`src/rtl/sys_option_pkg.sv`:
```
package sys_option_pkg;

	// register indices; byte address is four times the index
	localparam logic [7:0] OPT_A_INDEX = 8'h1D;
	localparam logic [7:0] OPT_B_INDEX = 8'h1F;
	localparam logic [7:0] OPT_A_ADDR  = {OPT_A_INDEX[5:0], 2'b00};
	localparam logic [7:0] OPT_B_ADDR  = {OPT_B_INDEX[5:0], 2'b00};

	localparam logic [7:0] OPT_A_RESET = 8'h00;
	localparam logic [7:0] OPT_B_RESET = 8'h00;

	// system_option_a fields
	localparam int WD_PERIOD_SELECT_BIT  = 7;
	localparam int MON_IN_STOP_BIT       = 6;
	localparam int MON_RESET_DISABLE_BIT = 5;
	localparam int MON_POWER_DISABLE_BIT = 4;
	localparam int MON_REG_DISABLE_BIT   = 3;
	localparam int SHORT_RECOVERY_BIT    = 2;
	localparam int STOP_ENABLE_BIT       = 1;
	localparam int WD_DISABLE_BIT        = 0;

	// system_option_b fields
	localparam int XTAL_IN_STOP_BIT   = 3;
	localparam int RC_IN_STOP_BIT     = 2;
	localparam int USB_REG_OFF_BIT    = 1;
	localparam int USB_RESET_ROUTE_BIT = 0;

	// timing in clock cycles; counter width in bits
	localparam int WD_SHORT_CYCLES  = 8176;
	localparam int WD_LONG_CYCLES   = 262128;
	localparam int REC_SHORT_CYCLES = 32;
	localparam int REC_LONG_CYCLES  = 4096;
	localparam int COUNT_W          = 18;

	typedef struct packed {
		logic [7:0]  paddr;
		logic        pwrite;
		logic [31:0] pwdata;
	} apb_req_t;

	typedef struct packed {
		logic [31:0] prdata;
		logic        pready;
		logic        pslverr;
	} apb_rsp_t;

	typedef struct packed {
		logic watchdogEnable;
		logic watchdogResetReq;
		logic lvmPowerEnable;
		logic lvmActive;
		logic lvmResetReq;
		logic stopLegal;
		logic illegalOpcodeReq;
		logic cpuClockRun;
		logic oscRunEnable;
		logic rcClockEnable;
		logic usbRegulatorEnable;
		logic usbChipResetReq;
		logic usbIrqReq;
	} ctrl_out_t;

	localparam ctrl_out_t CTRL_RESET = 13'h0000;

	typedef enum logic [1:0] {
		REC_RUN     = 2'b00,
		REC_STOPPED = 2'b01,
		REC_WAIT    = 2'b10
	} rec_state_t;

endpackage

```
`src/rtl/sync_two_stage.sv`:
```
`timescale 1ns/1ps
module sync_two_stage #(
	parameter int              WIDTH     = 1,
	parameter logic [WIDTH-1:0] RESET_VAL = '0
) (
	input  wire logic             ref_clk,
	input  wire logic             rstn,
	input  wire logic             ce,
	input  wire logic [WIDTH-1:0] d,
	output logic      [WIDTH-1:0] q
);
	logic [WIDTH-1:0] meta;

	always_ff @(posedge ref_clk) begin
		if (!rstn) begin
			meta <= RESET_VAL;
			q    <= RESET_VAL;
		end else if (ce) begin
			meta <= d;
			q    <= meta;
		end
	end
endmodule // sync_two_stage

```
`src/rtl/cycle_counter.sv`:
```
`timescale 1ns/1ps
module cycle_counter #(
	parameter int WIDTH = 18
) (
	input  wire logic             ref_clk,
	input  wire logic             rstn,
	input  wire logic             ce,
	input  wire logic             start,
	input  wire logic             halt,
	input  wire logic [WIDTH-1:0] loadValue,
	output logic                  busy,
	output logic                  done
);
	logic [WIDTH-1:0] count;

	// done in the cycle loadValue+1 cycles after start was sampled
	assign done = busy && (count == '0);

	always_ff @(posedge ref_clk) begin
		if (!rstn) begin
			busy  <= 1'b0;
			count <= '0;
		end else if (ce) begin
			if (start) begin
				busy  <= 1'b1;
				count <= loadValue;
			end else if (halt || done) begin
				busy <= 1'b0;
			end else if (busy) begin
				count <= count - 1'b1;
			end
		end
	end
endmodule // cycle_counter

```
`src/rtl/system_option_config_regs.sv`:
```
`timescale 1ns/1ps
module system_option_config_regs #(
	parameter int WD_LONG_CYCLES = sys_option_pkg::WD_LONG_CYCLES
) (
	input  wire logic                 ref_clk,
	input  wire logic                 rstn,
	input  wire logic                 ce,
	input  wire logic                 psel,
	input  wire logic                 penable,
	input  wire sys_option_pkg::apb_req_t apbReq,
	output sys_option_pkg::apb_rsp_t  apbRsp,
	input  wire logic                 stopMode,
	input  wire logic                 stopWake,
	input  wire logic                 stopOpcode,
	input  wire logic                 watchdogKick,
	input  wire logic                 lvmTripPin,
	input  wire logic                 usbResetPin,
	input  wire logic                 resetPinN,
	output sys_option_pkg::ctrl_out_t ctrl
);
	localparam int CW = sys_option_pkg::COUNT_W;

	logic [7:0]                 optionA;
	logic [7:0]                 optionB;
	logic                       locked;
	sys_option_pkg::rec_state_t recState;
	sys_option_pkg::rec_state_t next_recState;
	sys_option_pkg::apb_rsp_t   next_apbRsp;
	sys_option_pkg::ctrl_out_t  next_ctrl;

	// pin inputs, two flops each; reset pin idles high
	logic lvmTripSync;
	logic usbResetSync;
	logic resetPinSync;

	sync_two_stage #(
		.WIDTH     (3),
		.RESET_VAL (3'h1)
	) u_pin_sync (
		.ref_clk (ref_clk),
		.rstn    (rstn),
		.ce      (ce),
		.d       ({lvmTripPin, usbResetPin, resetPinN}),
		.q       ({lvmTripSync, usbResetSync, resetPinSync})
	);

	// option fields
	wire wdPeriodSelect  = optionA[sys_option_pkg::WD_PERIOD_SELECT_BIT];
	wire monInStop       = optionA[sys_option_pkg::MON_IN_STOP_BIT];
	wire monResetDisable = optionA[sys_option_pkg::MON_RESET_DISABLE_BIT];
	wire monPowerDisable = optionA[sys_option_pkg::MON_POWER_DISABLE_BIT];
	wire monRegDisable   = optionA[sys_option_pkg::MON_REG_DISABLE_BIT];
	wire shortRecovery   = optionA[sys_option_pkg::SHORT_RECOVERY_BIT];
	wire stopEnable      = optionA[sys_option_pkg::STOP_ENABLE_BIT];
	wire wdDisable       = optionA[sys_option_pkg::WD_DISABLE_BIT];
	wire xtalInStop      = optionB[sys_option_pkg::XTAL_IN_STOP_BIT];
	wire rcInStop        = optionB[sys_option_pkg::RC_IN_STOP_BIT];
	wire usbRegOff       = optionB[sys_option_pkg::USB_REG_OFF_BIT];
	wire usbResetRoute   = optionB[sys_option_pkg::USB_RESET_ROUTE_BIT];

	// APB decode; one wait state, completion when pready is seen high
	wire access   = psel && penable;
	wire setupAcc = access && !apbRsp.pready;
	wire finish   = access && apbRsp.pready;
	wire hitA     = apbReq.paddr == sys_option_pkg::OPT_A_ADDR;
	wire hitB     = apbReq.paddr == sys_option_pkg::OPT_B_ADDR;
	wire wrA      = finish && apbReq.pwrite && hitA;
	wire wrB      = finish && apbReq.pwrite && hitB;
	wire acceptA  = wrA && !locked;

	// reads ignore the lock
	wire [31:0] readData = hitA ? {24'h00_0000, optionA} :
		hitB ? {24'h00_0000, optionB} : 32'h0000_0000;

	assign next_apbRsp.pready  = setupAcc;
	assign next_apbRsp.pslverr = setupAcc && !(hitA || hitB);
	assign next_apbRsp.prdata  = (setupAcc && !apbReq.pwrite) ? readData : apbRsp.prdata;

	always_ff @(posedge ref_clk) begin
		if (!rstn) begin
			optionA <= sys_option_pkg::OPT_A_RESET;
			optionB <= sys_option_pkg::OPT_B_RESET;
			locked  <= 1'b0;
		end else if (ce) begin
			if (acceptA) begin
				optionA <= apbReq.pwdata[7:0];
				locked  <= 1'b1;
			end
			if (wrB) begin
				optionB <= apbReq.pwdata[7:0];
			end
		end
	end

	always_ff @(posedge ref_clk) begin
		if (!rstn) begin
			apbRsp <= '0;
		end else if (ce) begin
			apbRsp <= next_apbRsp;
		end
	end

	// watchdog timer; restarts on kick and after each expiry
	wire            wdOn = !wdDisable;
	logic           wdBusy;
	logic           wdDone;
	wire            wdStart = wdOn && (watchdogKick || !wdBusy);
	wire [CW-1:0]   wdLoad  = wdPeriodSelect ?
		CW'(sys_option_pkg::WD_SHORT_CYCLES - 1) : CW'(WD_LONG_CYCLES - 1);

	cycle_counter #(
		.WIDTH (CW)
	) u_watchdog (
		.ref_clk   (ref_clk),
		.rstn      (rstn),
		.ce        (ce),
		.start     (wdStart),
		.halt      (!wdOn),
		.loadValue (wdLoad),
		.busy      (wdBusy),
		.done      (wdDone)
	);

	// stop-mode recovery sequencer
	wire          inStop    = recState == sys_option_pkg::REC_STOPPED;
	wire          recStart  = inStop && stopWake;
	// a low reset pin at wake forces the long delay
	wire          useShort  = shortRecovery && resetPinSync;
	wire [CW-1:0] recLoad   = useShort ? CW'(sys_option_pkg::REC_SHORT_CYCLES - 1) :
		CW'(sys_option_pkg::REC_LONG_CYCLES - 1);
	logic         recDone;

	cycle_counter #(
		.WIDTH (CW)
	) u_recovery (
		.ref_clk   (ref_clk),
		.rstn      (rstn),
		.ce        (ce),
		.start     (recStart),
		.halt      (1'b0),
		.loadValue (recLoad),
		.busy      (),
		.done      (recDone)
	);

	always_comb begin
		next_recState = recState;
		case (recState)
			sys_option_pkg::REC_RUN: begin
				if (stopMode) begin
					next_recState = sys_option_pkg::REC_STOPPED;
				end
			end
			sys_option_pkg::REC_STOPPED: begin
				if (stopWake) begin
					next_recState = sys_option_pkg::REC_WAIT;
				end
			end
			sys_option_pkg::REC_WAIT: begin
				if (recDone) begin
					next_recState = sys_option_pkg::REC_RUN;
				end
			end
			default: next_recState = sys_option_pkg::REC_RUN;
		endcase
	end

	always_ff @(posedge ref_clk) begin
		if (!rstn) begin
			recState <= sys_option_pkg::REC_RUN;
		end else if (ce) begin
			recState <= next_recState;
		end
	end

	// low-voltage monitor gating; power-disable overrides everything
	wire monStopOk = monInStop && (!monPowerDisable || !monRegDisable);
	wire monOn     = !monPowerDisable;

	assign next_ctrl.watchdogEnable     = wdOn;
	assign next_ctrl.watchdogResetReq   = wdOn && wdDone;
	assign next_ctrl.lvmPowerEnable     = monOn;
	assign next_ctrl.lvmActive          = monOn && (!inStop || monStopOk);
	assign next_ctrl.lvmResetReq        = monOn && lvmTripSync && !monResetDisable;
	assign next_ctrl.stopLegal          = stopEnable;
	assign next_ctrl.illegalOpcodeReq   = stopOpcode && !stopEnable;
	assign next_ctrl.cpuClockRun        = next_recState == sys_option_pkg::REC_RUN;
	assign next_ctrl.oscRunEnable       = !inStop || xtalInStop;
	assign next_ctrl.rcClockEnable      = !inStop || rcInStop;
	assign next_ctrl.usbRegulatorEnable = !usbRegOff;
	assign next_ctrl.usbChipResetReq    = usbResetSync && !usbResetRoute;
	assign next_ctrl.usbIrqReq          = usbResetSync && usbResetRoute;

	always_ff @(posedge ref_clk) begin
		if (!rstn) begin
			ctrl <= sys_option_pkg::CTRL_RESET;
		end else if (ce) begin
			ctrl <= next_ctrl;
		end
	end
endmodule // system_option_config_regs

```
`config.mk`:
```
export PLATFORM = sky130hd
export DESIGN_NAME = system_option_config_regs
export DESIGN_NICKNAME = d
export VERILOG_FILES = /design/src/rtl/sys_option_pkg.sv /design/src/rtl/sync_two_stage.sv /design/src/rtl/cycle_counter.sv /design/src/rtl/system_option_config_regs.sv
export SDC_FILE = /design/constraint.sdc
export NUM_CORES = 1
export LEC_CHECK = 0
export BUFFER_PORTS_ARGS = -buffer_cell sky130_fd_sc_hd__buf_2
export CORE_UTILIZATION = 54
export CTS_CLUSTER_DIAMETER = 120
export DETAILED_ROUTE_END_ITERATION = 10
export PLACE_DENSITY_LB_ADDON = 0.05
export SKIP_LAST_GASP = 1
export SYNTH_ARGS = -nofsm -noshare
export SYNTH_HDL_FRONTEND = slang
export SYNTH_SLANG_ARGS = --single-unit
export TNS_END_PERCENT = 30
```
`constraint.sdc`:
```
create_clock -name ref_clk -period 3.15 [get_ports ref_clk]
set_input_delay 0.1575 -clock ref_clk [delete_from_list [all_inputs] [get_ports ref_clk]]
set_output_delay 0.1575 -clock ref_clk [all_outputs]
set_load 0.005 [all_outputs]
```
==> results by group, run 1 <==
Drt
  • Detail Route Antenna Nets: 0
  • DR vias: 3651
  • Vias per cell: about 5.7
  • Pre-Repair DR Iteration Count: 4
  • Post-route DRC: 0
  • Drt wl/cell: about 14 um
  • WL final: about 9100 um
  • DRT iter0 DRCs: between 150 and 200

Clock tree
  • CTS resizes: 0
  • Clock transition at path regs: 0.09 ns
  • Clock Sinks: between 80 and 90
  • Hold_buf cts: 0
  • Number of buffers created by CTS: 9
  • CTS root buffer: clkbuf_8
  • Setup bufs post-CTS: 0
  • Worst-Skew Late Latency: between 0.3 and 0.4 ns
  • TritonCTS clock tree: built
  • Largest buffer count on any clock path: 2
  • H-tree depth: 3

STA
  • Fin. Hold Viols: 0
  • Post-route minimum period: around 2.4 ns
  • RSZ-0062 raised after global routing: false
  • Final setup viols: 0
  • Pins Over Slew Limit: 0
  • Slew margin rel.: 51.3%
  • Slew @ Worst Pin: approximately 0.72 ns
  • Final WS setup: around 0.74 ns
  • Tcrit/Tclk final: 76.5%
  • Setup TNS: 0 ns
  • Hold Worst Slack: about 0.021 ns
  • Clock Skews: 0.00885 ns
  • Max Clk Rate: between 0.4 and 0.5 GHz

Layout
  • Post-layout util: around 62%
  • Ant diodes: 0
  • Design area: 4600 um2
  • FILL cells: approximately 700
  • Area delta synth->final: 8.92%
  • Share of cells above drive strength 1: between 10% and 20%
  • Sequential cell area: between 1500 and 2000 um2
  • Multi-input logic area: between 2000 and 2500 um2
  • Nets: roughly 600

Setup path
  • Critical Path RT: 3.40 ns
  • Worst r2r src: u_watchdog.count[2]
  • Top Family by Delay on Critical Path: simple AND/OR/NAND/NOR gates
  • CP bufs+invs: 0
  • CP max stage delay: about 0.67 ns
  • Worst-path fanout max: 7
  • CP arrival: between 2 and 3 ns
  • Slowest CP cell: or4_1
  • CP Class: flop to flop
  • Worst setup path startpoint: u_watchdog.count[2]
  • CP Capture Type: flop
  • CP Cell Sequence: or4_1, or4_4, or3_1, o21a_1, o31a_1
  • CP Launch Type: flop

Synthesis
  • Area contributors post-synth: dfxtp_1, mux2i_1, a21oi_1
  • Yosys Warn Count: 0
  • Top_reg_cell synth: dfxtp_1
  • Post-synthesis async set-or-reset flop share: 0%
  • Synthesized area: around 4200 um2
  • Synth Area per Inst: approximately 8.4 um2
  • EDFF count, synth: 0
  • Largest area contributor in the netlist: dfxtp_1
  • Synthesized flop and latch total: 86
  • Number of distinct library cells after synthesis: 53
  • Post-synthesis instance total: 501
  • Area share of the largest cell type after synthesis: 40.8%
  • Sequential element share of the synthesized area: slightly above 40%

Flow run
  • Number of max-cap violations: 0

Global route
  • Total grt overflow: 0
  • Global route hottest layer: met2
  • Initial antenna violation count: 0
  • GR Util met3: ~4.4%
  • Largest net degree at the start of global routing: 40
  • Vias in the first global route: about 3400
  • First-pass GRT wire length: approximately 15000 um
  • GR Util met2: between 30% and 40%
  • Met1 Usage GRT: between 20% and 30%
  • Total global-route track usage: 22.7%

Floorplan
  • Row count: 31
  • Horiz. Die Dim: between 90 and 100 um
  • Core ar.: between 7000 and 8000 um2
  • Starting Density: between 50% and 60%
  • Die area: approximately 8000 um2
  • Io pins: 100
  • Die height: ~90 um

Placed design
  • Port-buffer cells: between 50 and 60
  • Pre-CTS setup slack: roughly 0.75 ns
  • Dpl hpwl: between 6000 and 7000 um
  • Placed inst area: between 4000 and 5000 um2
  • Final estimated routing congestion in global placement: between 0.8 and 0.9

Hold path
  • Hold crit path type: input pin to flop
  • Worst hold start: resetPinN

Power
  • Peak VDD IR: 0.000287 V
  • Leakage: slightly below 2 nW
  • Power density cells: between 400 and 500 nW/um2

Run status
  • Status: finished clean
==> kinds of logic (layout without fill, tap and decap cells) <==
kind of cell | Yosys count | in the layout | share of synthesized area, %
buffers and inverters | 67 | 84 | 8.44
and+or+nand+nor | 177 | 177 | 21.7
DFF | 86 | 86 | 40.8
muxes | 31 | 31 | 7.35
xor gates and xnor gates | 8 | 8 | 1.66
adders and majority gates | 4 | 4 | 1.18
other | 1 | 24 | 0.0888
AOI/OAI and AO/OA | 127 | 127 | 18.8
==> registers in the layout (all words and copies together), names as in the netlist, 3 cells and up <==
| name | count |
|---|---|
| ctrl | 13 |
| apbRsp | 10 |
| u_recovery.count | 18 |
| optionB | 8 |
| u_pin_sync.meta | 3 |
| optionA | 8 |
| u_pin_sync.q | 3 |
| u_watchdog.count | 18 |
==> cells in the final DEF, fill, tap and decap left out, types with 7 or more instances in the layout <==
master / netlist / final
dfxtp_1: 86 / 86
clkbuf_8: 0 / 9
buf_2: 5 / 51
nand2_1: 27 / 27
a21oi_1: 55 / 55
nor3_1: 18 / 18
o32ai_1: 7 / 7
or3_1: 9 / 9
nor4_1: 7 / 7
nor2_1: 63 / 63
o21ai_0: 18 / 18
conb_1: 1 / 24
a31oi_1: 14 / 14
mux2i_1: 31 / 31
or4_1: 9 / 9
inv_1: 10 / 10
==> path summary, 6_finish.rpt <==
check / to / slack (ns) / cells after the start
max: u_watchdog.count[12] / 0.74 / 5
min: u_pin_sync.meta[0] / 0.02 / 3
max reg2reg: u_watchdog.count[12] / 0.74 / 5
min reg2reg: locked / 0.45 / 2
==> synthesized netlist by cell type (3+ instances only) <==
cell / number
nand4b_1: 3
dfxtp_1: 86
or2_2: 6
or3_1: 9
mux2i_1: 31
o31ai_1: 4
a31oi_1: 14
nand2_1: 27
and2_1: 3
o32ai_1: 7
nor2b_1: 3
ha_1: 4
or4_1: 9
nand3_1: 6
o21ai_0: 18
nor2_1: 63
o21a_1: 3
nor3_1: 18
a211oi_1: 4
buf_4: 24
xor2_1: 6
clkbuf_1: 25
a311oi_1: 3
nor4_1: 7
nand4_1: 4
nand2b_1: 5
inv_1: 10
a2111o_1: 3
a21oi_1: 55
buf_2: 5
nand3b_1: 5
==> routing by layer <==
metal	routed length (um)	vias up
met1	4260	1732
met5	0	-
met2	4360	77
met4	127	0
met3	342	15
li1	-	1827
==> tightest hold or removal path: cells and delay by family <==
| kind | cells | cell delay [ns] |
|---|---|---|
| multiplexers | 1 | 0.05 |
| AND/OR/NAND/NOR | 1 | 0.05 |
| buffers and inverters | 1 | 0.07 |
==> metrics by stage <==
| step | cells | total power [W] |
|---|---|---|
| 3_3_place_gp | 624 | 0.00154 |
| 4_1_cts | 640 | 0.00227 |
| 3_5_place_dp | 624 | 0.00155 |
| 2_1_floorplan | 524 | 0.00148 |
| 5_1_grt | 640 | 0.00236 |
| 6_report | 640 | 0.00225 |
==> power by group <==
group | leakage (nW) | internal (W) | total, W | switching [W]
Clock | 0.0881 | 0.000297 | 0.000721 | 0.000424
Sequential | 0.702 | 0.00113 | 0.00117 | 0.0000370
Combinational | 1.16 | 0.000139 | 0.000359 | 0.000220
==> cell type report <==
| cell class | instances | share of cell area [%] |
|---|---|---|
| Clock buffer | 9 | 2.69 |
| Clock inverter | 7 | 1.25 |
| Inverter | 11 | 0.897 |
| Multi-Input combinational cell | 371 | 48.5 |
| Sequential cell | 86 | 37.4 |
| Tap cell | 99 | 2.69 |
| Timing Repair Buffer | 57 | 6.53 |
No activity file was read; power rests on OpenSTA's default activity.
==> inputs of run 2 (changes only) <==
Settings changed: ABC_AREA from default to 1, CORE_UTILIZATION 54 to 55.
Clock period 3.15 ns to 2.4 ns, I/O delays scaled along.
==> results by group, run 2 <==
Run status
  • Status: finished clean

STA
  • Clock Skews: 0.0154 ns (+0.00660 ns)
  • Slew margin rel.: 58.5% (+7.2 points)
  • Final setup viols: 0 (unchanged)
  • Setup TNS: 0 ns (unchanged)
  • Tcrit/Tclk final: 78.9% (+2.4 points)
  • Slew @ Worst Pin: 0.619 ns (-0.105 ns)
  • RSZ-0062 raised after global routing: false
  • Pins Over Slew Limit: 0 (unchanged)
  • Fin. Hold Viols: 0 (unchanged)
  • Max Clk Rate: 0.528 GHz (+27%)
  • Post-route minimum period: 1.89 ns (-0.518 ns)

Placed design
  • Placed inst area: 4920 um2 (+11%)
  • Dpl hpwl: 7270 um (+16%)
  • Placed insts: 847 (+36%)
  • Final estimated routing congestion in global placement: 0.850 (-0.57%)
  • Port-buffer cells: 51 (unchanged)

Setup path
  • Worst setup path startpoint: u_recovery.count[0]
  • CP arrival: 2.18 ns (-0.48 ns)
  • CP Launch Type: flop
  • CP Capture Type: flop
  • Worst-path fanout max: 21 (+14)
  • Critical Path RT: 2.69 ns (-0.71 ns)
  • Worst r2r src: u_recovery.count[0]
  • CP Class: flop to flop

Synthesis
  • Area contributors post-synth: dfxtp_1, nand2_1, nor2_1
  • EDFF count, synth: 0 (unchanged)
  • Post-synthesis instance total: 706 (+41%)
  • Top_reg_cell synth: dfxtp_1
  • Largest area contributor in the netlist: dfxtp_1
  • Count leader, synth: nand2_1
  • Synthesized area: 4680 um2 (+11%)
  • Synthesized flop and latch total: 86 (unchanged)
  • Number of distinct library cells after synthesis: 37 (-30%)
  • Synth Area per Inst: 6.64 um2 (-21%)
  • Post-synthesis async set-or-reset flop share: 0% (unchanged)
  • Area share of the largest cell type after synthesis: 36.8% (-4.0 points)
  • Yosys Warn Count: 0 (unchanged)
  • Sequential element share of the synthesized area: 36.8% (-4.0 points)
  • Post-synth top cells: nand2_1, nor2_1, dfxtp_1

Floorplan
  • Core ar.: 8220 um2 (+11%)
  • Row count: 33 (+6.5%)
  • Io pins: 100 (unchanged)
  • Die height: 94.3 um (+4.3%)
  • Starting Density: 57.0% (about the same)
  • Die area: 8890 um2 (+8.7%)
  • Horiz. Die Dim: 94.3 um (+4.3%)

Power
  • Leakage: 2.48 nW (+27%)
  • Power density cells: 623 nW/um2 (+27%)
  • Peak VDD IR: 0.000335 V (+17%)
  • Power Total: 0.00325 W (+44%)

Layout
  • Ant diodes: 0 (unchanged)
  • Design area: 5210 um2 (+13%)
  • Share of cells above drive strength 1: 16.7% (+1.2 points)
  • Nets: 818 (+38%)
  • Commonest cells after routing, fill and taps aside: nand2_1, nor2_1, dfxtp_1
  • Commonest non-fill, non-tap cell in the layout: nand2_1
  • Post-layout util: 63.4% (+1.3 points)
  • Regs by FF count: u_recovery.count: 18 flops, u_watchdog.count: 18 flops, ctrl: 13 flops
  • Fin cells: 871 (+36%)
  • Area delta synth->final: 11.2%

Clock tree
  • Clock Sinks: 86 (unchanged)
  • Number of buffers created by CTS: 9 (unchanged)
  • CTS resizes: 0 (unchanged)
  • H-tree depth: 3 (unchanged)
  • Setup bufs post-CTS: 0 (unchanged)
  • Worst-Skew Late Latency: 0.36 ns (about the same)
  • CTS root buffer: clkbuf_8
  • Clock transition at path regs: 0.10 ns (about the same)
  • Hold_buf cts: 8 (+8)
  • TritonCTS clock tree: built
  • Largest buffer count on any clock path: 2 (unchanged)

Global route
  • Total grt overflow: 0 (unchanged)
  • Initial antenna violation count: 0 (unchanged)
  • Largest net degree at the start of global routing: 44 (+10%)
  • First-pass GRT wire length: 18100 um (+17%)
  • Total global-route track usage: 25.7% (+3.0 points)
  • Vias in the first global route: 4138 (+23%)

Drt
  • Pre-Repair DR Iteration Count: 4 (unchanged)
  • DRT iter0 DRCs: 142 (-16%)
  • Drt wl/cell: 12.0 um (-16%)
  • Detail Route Antenna Nets: 0 (unchanged)
  • Vias per cell: 5.09 (-11%)
  • Post-route DRC: 0 (unchanged)
  • DR vias: 4435 (+21%)
  • WL final: 10400 um (+15%)

Flow run
  • Number of max-cap violations: 0 (unchanged)

Hold path
  • Hold crit path type: input pin to flop
  • Worst hold start: stopOpcode
run 2: cell families after synthesis:
kind of cell / synth area share [%]
simple gates: 35.8
buf+inv: 13.0
compound gates: 12.9
flops: 36.8
fa+ha+maj: 1.07
xor+xnor: 0.374
other cells: 0.0801
run 2: final cells by class:
type / instances / area [um2]
inverters: 76 / 285
flip-flops and latches: 86 / 1720
multi-input cells: 519 / 2440
clock inverters: 6 / 73.8
well taps: 105 / 131
repair buffers: 69 / 423
fillers: 806 / 3010
clock buffers: 10 / 138
run 2: routing by layer:
metal  vias up  GRT usage, %  share of wire (%)
li1       2303             -                  -
met1      2025          30.8                 46
met2        96          45.4                 47
met3        11          5.42                4.8
met4         0          8.21                1.5
met5         -             0                  0
run 2: report_power, final:
| group | leakage, nW | switching [W] | internal (W) |
|---|---|---|---|
| sequential | 0.705 | 0.0000563 | 0.00149 |
| clock | 0.108 | 0.000557 | 0.000527 |
| combinational | 1.67 | 0.000384 | 0.000229 |
run 2: worst paths after layout:
check	end	slack [ns]	depth (start not counted)
setup / recovery	u_recovery.count[7]	0.51	10
hold / removal	ctrl[6]	0.007	3
setup reg to reg	u_recovery.count[7]	0.51	10
hold reg to reg	optionB[4]	0.45	2
run 2: metrics by stage:
stage          hold slack, ns  worst slack, ns
2_1_floorplan           0.246            0.900
4_1_cts               0.00310            0.493
6_report              0.00692            0.507
5_1_grt                0.0218            0.246
3_5_place_dp            0.355            0.500
3_3_place_gp            0.350            0.557
run 2: critical path, stage by stage, from the launching register on:
cell     delay (ns)
dfxtp_1        0.33
inv_1          0.21
ha_1           0.19
nand2_1        0.06
nor2_1         0.18
nand2_2        0.10
nand2_4        0.14
nand2_4        0.18
nand2_1        0.27
nor2_1         0.07
nor2_1         0.11
